[src/design/_unused_guard.sv]
// empty compilation unit, kept for file order

[src/design/branch_pkg.sv]
// constants and types shared by the branch resolution unit
package branch_pkg;

  // ****************************************************************
  // opcode bytes
  // ****************************************************************
  localparam logic [7:0] OP_INDIRECT_JUMP = 8'h73;  // acc plus pointer
  localparam logic [7:0] OP_BIT_CLEAR     = 8'h30;  // short bit form
  localparam logic [7:0] OP_CARRY_CLEAR   = 8'h50;
  localparam logic [7:0] OP_NOT_EQUAL     = 8'h78;
  localparam logic [7:0] OP_ACC_NONZERO   = 8'h70;
  localparam logic [7:0] OP_ACC_ZERO      = 8'h60;
  localparam logic [7:0] OP_SIGNED_GT     = 8'h18;
  localparam logic [7:0] OP_SIGNED_GE     = 8'h58;
  localparam logic [7:0] OP_SIGNED_LT     = 8'h48;
  localparam logic [7:0] OP_SIGNED_LE     = 8'h08;
  localparam logic [7:0] OP_EXT_BIT       = 8'hA9;  // extended bit group
  localparam logic [4:0] EXT_BIT_CLEAR    = 5'h06;  // sub byte 0011_0yyy

  // ****************************************************************
  // byte counts and state timing
  // ****************************************************************
  localparam logic [3:0] BYTES_ONE   = 4'h1;
  localparam logic [3:0] BYTES_TWO   = 4'h2;
  localparam logic [3:0] BYTES_THREE = 4'h3;
  localparam logic [3:0] BYTES_FOUR  = 4'h4;
  localparam logic [3:0] BYTES_FIVE  = 4'h5;
  localparam logic [3:0] STATES_1    = 4'h1;
  localparam logic [3:0] STATES_2    = 4'h2;
  localparam logic [3:0] STATES_3    = 4'h3;
  localparam logic [3:0] STATES_4    = 4'h4;
  localparam logic [3:0] STATES_5    = 4'h5;
  localparam logic [3:0] STATES_6    = 4'h6;
  localparam logic [3:0] STATES_7    = 4'h7;

  // step from the opcode byte to the next instruction
  localparam logic [15:0] STEP_TWO   = 16'h0002;
  localparam logic [15:0] STEP_THREE = 16'h0003;
  localparam logic [15:0] STEP_FOUR  = 16'h0004;

  // ****************************************************************
  // register map, byte addresses
  // ****************************************************************
  localparam logic [7:0] REG_CTRL           = 8'h00;
  localparam logic [7:0] REG_STATUS         = 8'h04;
  localparam logic [7:0] REG_LAST_TARGET    = 8'h08;
  localparam logic [7:0] REG_TAKEN_COUNT    = 8'h0C;
  localparam logic [7:0] REG_RESOLVED_COUNT = 8'h10;

  localparam int CTRL_SOURCE_BIT = 0;   // 1: source opcode mode
  localparam int CTRL_ENABLE_BIT = 1;   // 1: accept issues
  localparam logic [1:0] CTRL_RESET = 2'h2;

  localparam int STAT_TAKEN_BIT   = 0;
  localparam int STAT_UNSUP_BIT   = 1;
  localparam int STAT_VALID_BIT   = 2;
  localparam int STAT_OPCODE_LSB  = 8;

  // ****************************************************************
  // branch kinds
  // ****************************************************************
  typedef enum logic [3:0] {
    KIND_NONE,
    KIND_INDIRECT,
    KIND_BIT_CLEAR,
    KIND_CARRY_CLEAR,
    KIND_NOT_EQUAL,
    KIND_ACC_NONZERO,
    KIND_ACC_ZERO,
    KIND_SIGNED_GT,
    KIND_SIGNED_GE,
    KIND_SIGNED_LT,
    KIND_SIGNED_LE
  } br_kind_t;

endpackage

[src/design/cond_if.sv]
// interface carrying the branch kind, the status flags and the decision
`timescale 1ns/1ps
`default_nettype none
interface cond_if
  import branch_pkg::*;
();
  br_kind_t   kind;        // branch being resolved
  logic       carry_flag;  // status flags as seen at issue
  logic       overflow_flag;
  logic       negative_flag;
  logic       zero_flag;
  logic       bit_value;   // addressed bit, read only
  logic [7:0] acc;         // accumulator, read only
  logic       take;        // condition holds

  // ****************************************************************
  // modports
  // ****************************************************************
  modport evaluator (
    input  kind, carry_flag, overflow_flag, negative_flag, zero_flag,
    input  bit_value, acc,
    output take
  );
  modport requester (
    output kind, carry_flag, overflow_flag, negative_flag, zero_flag,
    output bit_value, acc,
    input  take
  );
endinterface
`default_nettype wire

[src/design/cond_eval.sv]
// condition evaluation for the conditional branches
`timescale 1ns/1ps
`default_nettype none
module cond_eval
  import branch_pkg::*;
(
  // decision port
  cond_if.evaluator c
);

  // ****************************************************************
  // condition table
  // ****************************************************************
  // pure function of kind, flags, bit and accumulator; nothing here ever writes a flag back
  always_comb begin
    case (c.kind)
      KIND_INDIRECT:    c.take = 1'b1;
      // RULE3: taken on zero
      KIND_BIT_CLEAR:   c.take = ~c.bit_value;
      // RULE6: carry clear only
      KIND_CARRY_CLEAR: c.take = ~c.carry_flag;
      // RULE8: zero flag clear
      KIND_NOT_EQUAL:   c.take = ~c.zero_flag;
      // RULE9: any bit set
      KIND_ACC_NONZERO: c.take = |c.acc;
      // RULE10: all bits clear
      KIND_ACC_ZERO:    c.take = ~(|c.acc);
      // RULE11: greater signed test
      KIND_SIGNED_GT:   c.take = ~c.zero_flag &
                                 (c.negative_flag == c.overflow_flag);
      // RULE12: sign matches overflow
      KIND_SIGNED_GE:   c.take = (c.negative_flag == c.overflow_flag);
      // RULE13: sign differs overflow
      KIND_SIGNED_LT:   c.take = (c.negative_flag != c.overflow_flag);
      // RULE14: zero or differ
      KIND_SIGNED_LE:   c.take = c.zero_flag |
                                 (c.negative_flag != c.overflow_flag);
      default:          c.take = 1'b0;
    endcase
  end

endmodule
`default_nettype wire

[src/design/target_calc.sv]
// sequential, relative and indirect target address arithmetic
`timescale 1ns/1ps
`default_nettype none
module target_calc (
  // operands
  input  wire logic [15:0] opcode_pc,     // address of the opcode byte
  input  wire logic [15:0] step,          // opcode byte to next instr
  input  wire logic [7:0]  disp,          // signed displacement
  input  wire logic [7:0]  acc,           // accumulator
  input  wire logic [15:0] data_pointer,  // data pointer
  // results
  output logic      [15:0] seq_pc,        // next sequential address
  output logic      [15:0] rel_pc,        // relative branch target
  output logic      [15:0] ind_pc         // indirect jump target
);

  // ****************************************************************
  // adders
  // ****************************************************************
  // all sums wrap inside 16 bits, as the program counter does
  always_comb begin
    // RULE4: advance then add
    seq_pc = opcode_pc + step;
    // RULE7: sign extended add
    rel_pc = seq_pc + {{8{disp[7]}}, disp};
    // RULE1: zero extended sum
    ind_pc = data_pointer + {8'h00, acc};
  end

endmodule
`default_nettype wire

[src/design/branch_unit.sv]
// branch resolution unit: decode, condition, target, timing, registers
//
// How it works
// RULE1: indirect target is pointer plus accumulator
// RULE2: indirect jump changes nothing; 1 byte 5 states
// RULE3: bit clear branches on zero, no write
// RULE4: short bit form steps three then adds
// RULE5: bit clear byte and state timing table
// RULE6: carry clear branch, carry untouched, 1/4
// RULE7: two byte forms step two then add
// RULE8: not equal branches when zero flag clear
// RULE9: nonzero accumulator branch, 2 bytes, 2/5
// RULE10: zero accumulator branch, 2 bytes, 2/5
// RULE11: signed greater: zero clear, sign equals overflow
// RULE12: signed greater equal: sign equals overflow
// RULE13: signed less: sign differs from overflow
// RULE14: signed less equal: zero or differ
// RULE15: escape group bytes and states per mode
// RULE16: fall through to next, flags untouched
// RULE17: taken branch flushes prefetch, refetch target
`timescale 1ns/1ps
`default_nettype none
module branch_unit
  import branch_pkg::*;
(
  // clock and reset
  input  wire logic        ref_clk,
  input  wire logic        rst,
  // register port
  input  wire logic [7:0]  reg_addr,
  input  wire logic [31:0] reg_wdata,
  input  wire logic        reg_write,
  input  wire logic        reg_read,
  output logic      [31:0] reg_rdata,
  // instruction issue from the decode path
  input  wire logic        issue_valid,
  input  wire logic        issue_escaped,
  input  wire logic [7:0]  issue_opcode,
  input  wire logic [7:0]  issue_sub_op,
  input  wire logic [7:0]  issue_disp,
  input  wire logic [15:0] issue_pc,
  // architectural operands
  input  wire logic [7:0]  acc,
  input  wire logic [15:0] data_pointer,
  input  wire logic        carry_flag,
  input  wire logic        overflow_flag,
  input  wire logic        negative_flag,
  input  wire logic        zero_flag,
  input  wire logic        tested_bit,
  // resolution toward the program counter
  output logic             result_valid,
  output logic             result_taken,
  output logic             result_unsupported,
  output logic             load_pc,
  output logic             flush_prefetch,
  output logic      [15:0] next_pc,
  output logic      [3:0]  instr_bytes,
  output logic      [3:0]  instr_states,
  // write enables toward architectural state
  output logic             acc_write,
  output logic             data_pointer_write,
  output logic             flag_write,
  output logic             bit_write
);

  // ****************************************************************
  // declarations
  // ****************************************************************
  cond_if      cif ();               // link to the condition evaluator
  br_kind_t    kind;                 // decoded branch kind
  logic        supported;            // opcode and prefix belong here
  logic [3:0]  bytes_dec;            // length including any prefix
  logic [3:0]  states_nt, states_tk; // states not taken, taken
  logic [15:0] step;                 // opcode byte to next instruction
  logic [15:0] seq_pc, rel_pc;       // fall-through, relative target
  logic [15:0] ind_pc;               // indirect target
  logic        source_mode;          // opcode mode from control
  logic        unit_enable;          // issues accepted
  logic        accept;               // issue taken this cycle
  logic [1:0]  ctrl_q,      ctrl_d;        // control register
  logic        valid_q, valid_d, taken_q, taken_d, unsup_q, unsup_d;
  logic [15:0] pc_q,        pc_d;          // resolved address
  logic [3:0]  bytes_q, bytes_d, states_q, states_d;
  logic        st_taken_q, st_taken_d, st_unsup_q, st_unsup_d;
  logic        st_valid_q,  st_valid_d;    // any result seen
  logic [7:0]  st_op_q,     st_op_d;
  logic [15:0] last_pc_q,   last_pc_d;
  logic [15:0] taken_cnt_q, taken_cnt_d, res_cnt_q, res_cnt_d;
  logic [31:0] rdata_q,     rdata_d;       // read data, one cycle
  assign source_mode = ctrl_q[CTRL_SOURCE_BIT];
  assign unit_enable = ctrl_q[CTRL_ENABLE_BIT];
  assign accept      = issue_valid & unit_enable;

  // ****************************************************************
  // decode
  // ****************************************************************
  // the escape prefix is required in binary mode and forbidden in
  // source mode for the escape group; other opcodes never take it
  always_comb begin
    kind      = KIND_NONE;
    supported = 1'b0;
    bytes_dec = BYTES_ONE;
    states_nt = STATES_1;
    states_tk = STATES_1;
    step      = STEP_TWO;
    case (issue_opcode)
      OP_INDIRECT_JUMP: begin
        // RULE2: one byte five
        kind      = KIND_INDIRECT;
        supported = ~issue_escaped;
        states_nt = STATES_5;
        states_tk = STATES_5;
      end
      OP_BIT_CLEAR: begin
        // RULE5: short form timing
        kind      = KIND_BIT_CLEAR;
        supported = ~issue_escaped;
        bytes_dec = BYTES_THREE;
        states_nt = STATES_2;
        states_tk = STATES_5;
        // RULE4: step of three
        step      = STEP_THREE;
      end
      OP_EXT_BIT: begin
        // RULE5: extended form timing
        kind      = KIND_BIT_CLEAR;
        supported = (issue_sub_op[7:3] == EXT_BIT_CLEAR) &&
                    (issue_escaped != source_mode);
        bytes_dec = source_mode ? BYTES_FOUR : BYTES_FIVE;
        states_nt = source_mode ? STATES_3 : STATES_4;
        states_tk = source_mode ? STATES_6 : STATES_7;
        step      = STEP_FOUR;
      end
      OP_CARRY_CLEAR: begin
        // RULE6: two bytes 1/4
        kind      = KIND_CARRY_CLEAR;
        supported = ~issue_escaped;
        bytes_dec = BYTES_TWO;
        states_tk = STATES_4;
      end
      OP_ACC_NONZERO, OP_ACC_ZERO: begin
        // RULE9: two bytes 2/5
        // RULE10: same timing
        kind      = (issue_opcode == OP_ACC_ZERO) ? KIND_ACC_ZERO
                                                  : KIND_ACC_NONZERO;
        supported = ~issue_escaped;
        bytes_dec = BYTES_TWO;
        states_nt = STATES_2;
        states_tk = STATES_5;
      end
      OP_NOT_EQUAL, OP_SIGNED_GT, OP_SIGNED_GE, OP_SIGNED_LT,
      OP_SIGNED_LE: begin
        case (issue_opcode)
          OP_NOT_EQUAL: kind = KIND_NOT_EQUAL;
          OP_SIGNED_GT: kind = KIND_SIGNED_GT;
          OP_SIGNED_GE: kind = KIND_SIGNED_GE;
          OP_SIGNED_LT: kind = KIND_SIGNED_LT;
          default:      kind = KIND_SIGNED_LE;
        endcase
        // RULE15: mode dependent timing
        supported = (issue_escaped != source_mode);
        bytes_dec = source_mode ? BYTES_TWO : BYTES_THREE;
        states_nt = source_mode ? STATES_1 : STATES_2;
        states_tk = source_mode ? STATES_4 : STATES_5;
      end
      default: kind = KIND_NONE;
    endcase
  end

  // ****************************************************************
  // condition and target
  // ****************************************************************
  assign cif.kind          = kind;
  assign cif.carry_flag    = carry_flag;
  assign cif.overflow_flag = overflow_flag;
  assign cif.negative_flag = negative_flag;
  assign cif.zero_flag     = zero_flag;
  assign cif.bit_value     = tested_bit;
  assign cif.acc           = acc;

  cond_eval u_cond (.c(cif.evaluator));
  // other operands meet nets of the same name
  target_calc u_target (.opcode_pc(issue_pc), .disp(issue_disp), .*);

  // ****************************************************************
  // resolution stage
  // ****************************************************************
  // one registered stage: the answer stands one cycle after issue
  always_comb begin
    valid_d  = accept;
    taken_d  = 1'b0;
    unsup_d  = 1'b0;
    pc_d     = pc_q;
    bytes_d  = bytes_q;
    states_d = states_q;
    if (accept) begin
      unsup_d  = ~supported;
      bytes_d  = bytes_dec;
      if (!supported) begin
        // unknown here: the core keeps its own sequencing
        states_d = states_nt;
        pc_d     = issue_pc;
      end else if (cif.take) begin
        // the indirect kind always takes
        taken_d  = 1'b1;
        states_d = states_tk;
        // RULE1: indirect target load
        pc_d     = (kind == KIND_INDIRECT) ? ind_pc : rel_pc;
      end else begin
        // RULE16: next sequential instruction
        states_d = states_nt;
        pc_d     = seq_pc;
      end
    end
  end

  always_ff @(posedge ref_clk) begin
    if (rst) begin
      valid_q  <= 1'b0;
      taken_q  <= 1'b0;
      unsup_q  <= 1'b0;
      pc_q     <= 16'h0000;
      bytes_q  <= 4'h0;
      states_q <= 4'h0;
    end else begin
      valid_q  <= valid_d;
      taken_q  <= taken_d;
      unsup_q  <= unsup_d;
      pc_q     <= pc_d;
      bytes_q  <= bytes_d;
      states_q <= states_d;
    end
  end

  assign result_valid       = valid_q;
  assign result_taken       = valid_q & taken_q;
  assign result_unsupported = valid_q & unsup_q;
  assign load_pc            = valid_q & ~unsup_q;
  // RULE17: discard prefetched bytes
  assign flush_prefetch     = valid_q & taken_q;
  assign next_pc            = pc_q;
  assign instr_bytes        = bytes_q;
  assign instr_states       = states_q;
  // RULE2: no state written
  // RULE3: tested bit kept
  // RULE16: flags never written
  assign acc_write          = 1'b0;
  assign data_pointer_write         = 1'b0;
  assign flag_write         = 1'b0;
  assign bit_write          = 1'b0;

  // ****************************************************************
  // status and counters
  // ****************************************************************
  // a count write clears; an event in the same cycle still counts
  always_comb begin
    st_taken_d  = st_taken_q;
    st_unsup_d  = st_unsup_q;
    st_valid_d  = st_valid_q;
    st_op_d     = st_op_q;
    last_pc_d   = last_pc_q;
    taken_cnt_d = taken_cnt_q;
    res_cnt_d   = res_cnt_q;
    if (reg_write && reg_addr == REG_TAKEN_COUNT)
      taken_cnt_d = 16'h0000;
    if (reg_write && reg_addr == REG_RESOLVED_COUNT)
      res_cnt_d = 16'h0000;
    if (accept) begin
      st_valid_d = 1'b1;
      st_taken_d = taken_d;
      st_unsup_d = unsup_d;
      st_op_d    = issue_opcode;
      last_pc_d  = pc_d;
      res_cnt_d  = res_cnt_d + 16'h0001;
      if (taken_d)
        taken_cnt_d = taken_cnt_d + 16'h0001;
    end
  end

  always_ff @(posedge ref_clk) begin
    if (rst) begin
      st_taken_q  <= 1'b0;
      st_unsup_q  <= 1'b0;
      st_valid_q  <= 1'b0;
      st_op_q     <= 8'h00;
      last_pc_q   <= 16'h0000;
      taken_cnt_q <= 16'h0000;
      res_cnt_q   <= 16'h0000;
    end else begin
      st_taken_q  <= st_taken_d;
      st_unsup_q  <= st_unsup_d;
      st_valid_q  <= st_valid_d;
      st_op_q     <= st_op_d;
      last_pc_q   <= last_pc_d;
      taken_cnt_q <= taken_cnt_d;
      res_cnt_q   <= res_cnt_d;
    end
  end

  // ****************************************************************
  // register port
  // ****************************************************************
  // read data stand only in the cycle after the strobe, else zero
  always_comb begin
    ctrl_d  = ctrl_q;
    rdata_d = 32'h00000000;
    if (reg_write && reg_addr == REG_CTRL)
      ctrl_d = reg_wdata[1:0];
    if (reg_read) begin
      case (reg_addr)
        REG_CTRL:           rdata_d = {30'h00000000, ctrl_q};
        REG_STATUS: begin
          rdata_d[STAT_TAKEN_BIT] = st_taken_q;
          rdata_d[STAT_UNSUP_BIT] = st_unsup_q;
          rdata_d[STAT_VALID_BIT] = st_valid_q;
          rdata_d[STAT_OPCODE_LSB +: 8] = st_op_q;
        end
        REG_LAST_TARGET:    rdata_d = {16'h0000, last_pc_q};
        REG_TAKEN_COUNT:    rdata_d = {16'h0000, taken_cnt_q};
        REG_RESOLVED_COUNT: rdata_d = {16'h0000, res_cnt_q};
        default:            rdata_d = 32'h00000000;
      endcase
    end
  end

  always_ff @(posedge ref_clk) begin
    if (rst) begin
      ctrl_q  <= CTRL_RESET;
      rdata_q <= 32'h00000000;
    end else begin
      ctrl_q  <= ctrl_d;
      rdata_q <= rdata_d;
    end
  end

  assign reg_rdata = rdata_q;

endmodule
`default_nettype wire

[config.mk]
export PLATFORM = sky130hd
export DESIGN_NAME = branch_unit
export DESIGN_NICKNAME = d
export VERILOG_FILES = /design/src/design/_unused_guard.sv /design/src/design/branch_pkg.sv /design/src/design/cond_if.sv /design/src/design/cond_eval.sv /design/src/design/target_calc.sv /design/src/design/branch_unit.sv
export SDC_FILE = /design/constraint.sdc
export NUM_CORES = 1
export LEC_CHECK = 0
export BUFFER_PORTS_ARGS = -buffer_cell sky130_fd_sc_hd__buf_2
export CORE_UTILIZATION = 54
export CTS_CLUSTER_DIAMETER = 30
export DETAILED_ROUTE_END_ITERATION = 10
export PLACE_DENSITY = 0.79
export SKIP_CTS_REPAIR_TIMING = 1
export SYNTH_ARGS = -nofsm -noshare
export SYNTH_HDL_FRONTEND = slang
export SYNTH_SLANG_ARGS = --single-unit
[constraint.sdc]
create_clock -name ref_clk -period 6.8 [get_ports ref_clk]
set_input_delay 1.36 -clock ref_clk [delete_from_list [all_inputs] [get_ports ref_clk]]
set_output_delay 1.36 -clock ref_clk [all_outputs]
set_load 0.02 [all_outputs]
---- Yosys cells after proc, flatten, opt, wreduce, memory -nomap -nowiden ----
Cells that the tools add are included.
word-level totals
  register bits after elaboration ......... 120
  output and inout bits ................... 65
operators by class
  $add $sub $neg .......................... 5
  equal/unequal tests ..................... 29
  mux-type cells .......................... 32
  bitwise logic cells ..................... 14
  reduce and logical (&&, ||, !) cells .... 14
operator list
  operator                                              count
  2-to-1 mux 16 bit                                     9
  equality test 8 x 7 -> 1 bit (second input constant)  7
  one-hot mux 3 bit (4 select lines)                    3
  adder 16 x 1 -> 16 bit (second input constant)        2
  one-hot mux 8 bit (4 select lines)                    1
  equality test 8 x 4 -> 1 bit (second input constant)  3
  one-hot mux 4 bit (5 select lines)                    1
  adder 16 bit                                          1
  adder 16 x 3 -> 16 bit                                1
  adder 16 x 8 -> 16 bit                                1
  equality test 4 x 3 -> 1 bit (second input constant)  4
  equality test 8 x 5 -> 1 bit (second input constant)  2
  one-hot mux 4 bit (4 select lines)                    1
  one-hot mux 3 bit (5 select lines)                    1
  one-hot mux 5 bit (3 select lines)                    1
  equality test 4 bit (second input constant)           3
  one-hot mux 1 bit (10 select lines)                   1
  OR reduction 5 bit                                    2
  equality test 4 x 2 -> 1 bit (second input constant)  2
  equality test 8 x 3 -> 1 bit (second input constant)  1
  equality test 8 x 6 -> 1 bit (second input constant)  1
  equality test 8 bit (second input constant)           1
  zero test 8 bit                                       1
  2-to-1 mux 4 bit                                      2
  other kinds (17)                                      42

---- Longest topological paths before layout ----
  depth after elaboration ................. 10
  depth in mapped cells ................... 20
  mapped depth without buffers ............ 20

---- Cells and area by module ----
A second synthesis with hierarchy kept.
unflattened totals
  cell total of the unflattened synthesis .. 966
  area total of the unflattened synthesis .. 7608.5 um^2
modules (own cells, without submodules)
  module       instances  cells each  area each (um^2)  seq. area each (um^2)
  branch_unit  1          699         5604.1            2042.0
  target_calc  1          248         1861.8            0.0
  cond_eval    1          19          142.6             0.0

---- Worst setup path after synthesis ----
OpenSTA, ideal clock, no wires.
  path type ............................... input to register
  from .................................... input port issue_opcode[4]
  to ...................................... register last_pc_q[15]
  library setup time ...................... 0.129 ns
  arrival ................................. 5.501 ns
  setup slack ............................. 1.169 ns
  stages .................................. 19
  buffers on the path ..................... 2
  path through ............................ buf_2 -> or4_1 -> or2_0 -> buf_2 -> ha_1 -> a21o_1 -> a21oi_1 -> nor2_1 -> and4_1 -> xor2_1 -> ha_1 -> nand2_1 -> o21ai_0 -> a2111oi_0 -> nor2_1 -> a221o_1 -> mux2i_1 -> o211ai_1 -> nand3_1
between the ends
  word-level cells in the longest chain between the ends .. 8
  elaborated cells on any way between the ends .. 37
  classes of those cells .................. add/sub (2); eq/ne (21); mux (10); reduce/logical (4)
RTL lines
  element                                                                       RTL line                               source
  start, declared                                                               branch_unit.sv:38                      input wire logic [7:0] issue_opcode,
  equality test 8 bit, or another cell as far along                             branch_unit.sv:106                     case (issue_opcode)
  one-hot mux 3 bit (2 select lines), or another cell as far along              branch_unit.sv:106
  adder 16 x 3 -> 16 bit or one-hot mux 4 bit (5 select lines) (tied branches)  target_calc.sv:23, branch_unit.sv:106
  adder 16 bit, or another cell as far along                                    target_calc.sv:25                      rel_pc = seq_pc + {{8{disp[7]}}, disp};
  2-to-1 mux 16 bit or one-hot mux 1 bit (10 select lines) (tied branches)      branch_unit.sv:208, cond_eval.sv:16
  2-to-1 mux 16 bit                                                             branch_unit.sv:203                     end else if (cif.take) begin
  2-to-1 mux 16 bit (*)                                                         branch_unit.sv:199                     if (!supported) begin
  2-to-1 mux 16 bit (*)                                                         branch_unit.sv:196                     if (accept) begin
  end signal, assigned                                                          branch_unit.sv:294                     last_pc_q <= last_pc_d;
  end, declared                                                                 branch_unit.sv:87                      logic [15:0] last_pc_q, last_pc_d;
Mark *: on every way between the ends. The rest lies on a longest branch, timed or not.
A chain may end at the register's enable or synchronous reset.

---- Final worst setup path ----
Same ends and word-level chain as after synthesis.

==> results_dict.tcl <==
set metrics [dict create \
    yosysTopAreaCell "dfxtp_1" \
    met3_usage_pct 6.28 \
    ctsHtreeMaxLevel 3 \
    tightest_slew_ps 786 \
    cap_viol_max_count 0 \
    start_kind "input port" \
    hold_start "next_pc[13]" \
    rsz0062_at_grt "no" \
    arrival_ps 6220 \
    clock-skew-final_ps 8.19 \
    p_leak_nw 3.44 \
    gp_congestion 0.899 \
    top_usage_layer "met2" \
    coreArea_um2 12700 \
    cts_tree "done" \
    viasPerCell 5.93 \
    critPathBufInv 2 \
    vias 6844 \
    synth_common_cells "107 x nand2_1, 102 x dfxtp_1, 91 x nor2_1" \
    remaining_drc_errors 0 \
    pwr_density_cell_nw_per_um2 183 \
    synthFlopType "dfxtp_1" \
    critPathRequiredTime_ps 7030 \
    antenna_found_initial 0 \
    ys_ff_latch 102 \
    tns_ps 0 \
    num_antenna_cells 0 \
    dp_hpwl_mm 14.1 \
    wl_mm 18.5 \
    synth.most_common_cell "nand2_1" \
    design.die.area_um2 13600 \
    cts.path.max_buffers 2 \
    finalSetupViolations 0 \
    ys_top_cells_by_area "dfxtp_1 29%, nand2_1 5.7%, ha_1 5.5%" \
    slew_headroom_pct 47.5 \
    clk_latency_ps 350 \
    cp_slowest_cell "a21oi_1" \
    grt-ovfl-total 0 \
    maxSlewViolCount 0 \
    synth_top_area_share_pct 28.8 \
    cp_top_family "compound AO/OA/AOI/OAI gates" \
    crit_fanout 11 \
    slowest_delay_ps 620 \
    worstPathCellList "buf_2 -> or4_1 -> or2_0 -> ha_1 -> a21o_1 -> a21oi_1 -> nor2_1 -> and4_1 -> xor2_1 -> ha_1 -> nand2_1 -> o21ai_0 -> a2111oi_0 -> buf_4 -> nor2_1 -> a221o_1 -> mux2i_1 -> o211ai_1 -> nand3_1" \
    pin_count 180 \
    clkTransAtPathRegs_ps 70 \
    fin_crit_sh_pct 88.1 \
    min-delay-path-class "reg2reg" \
    numPortBuffers 124 \
    yosys_warnings 0 \
    ant_nets 0 \
    r2r-start "ctrl_q[1]" \
    yosysUniqueCellTypes 82 \
    syn_inst 883 \
    use_met1_pct 37.4 \
    drtIter0Drc 487 \
    core.rowCount 41 \
    grt_pass1_wl_mm 29.6 \
    syn_to_final_growth_pct 13.1 \
    fin_cells 1155 \
    wl_per_cell_um 16.0 \
    cp-startpoint "issue_opcode[4]" \
    netlist_area_um2 7080 \
    start_util_pct 55.6 \
    fmax_mhz 167 \
    grt_use_total_pct 28.1 \
    synth_edf_count 0 \
    dp_cells 1139 \
    end_kind "flip-flop" \
    worstSetupPathType "in2reg" \
    async_reset_ff_share_pct 0 \
    dieHeight_um 117 \
    period_needed_ps 5990 \
    grt_max_degree 36 \
    avgSynthCellArea_um2 8.02 \
    clock_sinks 102 \
    nets 1127 \
    cts_made_buffers 9 \
    first_pass_iters 5 \
    root_buffer "clkbuf_16" \
    fp.dieW_um 117 \
    grt_use_met2_pct 44.9 \
    grt_pass1_vias 6117 \
    ys_seq_area_share_pct 28.8 \
    ir_drop_v 0.000170 \
    final_util_pct 62.9 \
    status "completed" \
    hold_violations 0 \
    final_layout_size_suffix_gt1_share_pct 18.9 \
]
[final timing paths]
| check | endpoint | slack [ps] | cells past startpoint |
|---|---|---|---|
| setup / recovery | last_pc_q[15] | 810 | 19 |
| hold / removal | next_pc[13] | 440 | 2 |
| setup reg to reg | last_pc_q[8] | 4050 | 6 |
| hold reg to reg | next_pc[13] | 440 | 2 |
[cell usage in the layout, fill, tap and decap left out, drive strengths merged, types with 14 or more instances in the layout]
cell type,netlist,layout
buf,39,135
xnor2,34,34
nand2,107,107
inv,17,19
o211ai,18,18
a21oi,45,45
nor3,26,26
xor2,27,27
a21o,14,14
nand3,32,32
mux2,14,14
ha,31,31
conb,1,22
nand4,20,20
nor2,92,92
and3,20,20
o21ai,29,29
dfxtp,102,102
[sequential cells by signal, summed over array words and instances (netlist names)]
name / cells
st_unsup_q: 1
reg_rdata: 16
unsup_q: 1
taken_cnt_q: 16
taken_q: 1
instr_bytes: 3
res_cnt_q: 16
ctrl_q: 2
next_pc: 16
st_taken_q: 1
instr_states: 3
st_op_q: 8
result_valid: 1
last_pc_q: 16
st_valid_q: 1
[logic make-up (layout without fill, tap and decap cells)]
kind of cell / count (synthesis) / count (layout) / synth area share, %
simple gates: 365 / 365 / 25.3
compound gates: 202 / 202 / 21.1
flops: 102 / 102 / 28.8
buf+inv: 90 / 169 / 6.45
xor+xnor: 61 / 61 / 7.55
fa+ha+maj: 34 / 34 / 6.33
mux: 28 / 28 / 4.38
other cells: 1 / 22 / 0.0530
[metal layers]
metal | wire (µm) | share of wire [%] | vias up
li1 | - | - | 3375
met1 | 8200 | 44 | 3168
met2 | 8470 | 46 | 269
met3 | 1450 | 7.8 | 32
met4 | 357 | 1.9 | 0
met5 | 0 | 0 | -
[worst register-to-register path, cell delays in order (launching register included)]
cell      delay, ps
dfxtp_1         330
and2_1          160
nand2b_1        330
clkinv_1        570
nand2_1         720
a211oi_1        210
a221o_1         320
[final cells by class]
type	instances	area [µm²]
fill	1193	4720
multi-input combinational	712	4670
timing repair buffer	135	703
tap	172	215
sequential	102	2040
inverter	18	67.6
clock buffer	10	239
clock inverter	6	67.6
[per-stage QoR]
stage / instance area, µm² / total power [mW] / hold slack, ps / worst slack (ps)
5_1_grt: 8000 / 1.53 / 467 / 480
6_report: 8000 / 1.46 / 440 / 809
4_1_cts: 8000 / 1.46 / 441 / 896
3_5_place_dp: 7700 / 0.943 / 431 / 555
3_3_place_gp: 7700 / 0.938 / 433 / 622
2_1_floorplan: 7160 / 0.865 / 420 / 1170
[report_power, final]
| group | internal (mW) | leakage, nW | switching (mW) |
|---|---|---|---|
| logic | 0.119 | 2.46 | 0.179 |
| clock network | 0.297 | 0.145 | 0.232 |
| registers | 0.619 | 0.833 | 0.0157 |
| total | 1.04 | 3.44 | 0.427 |
Power figures use the tool's default switching activity.
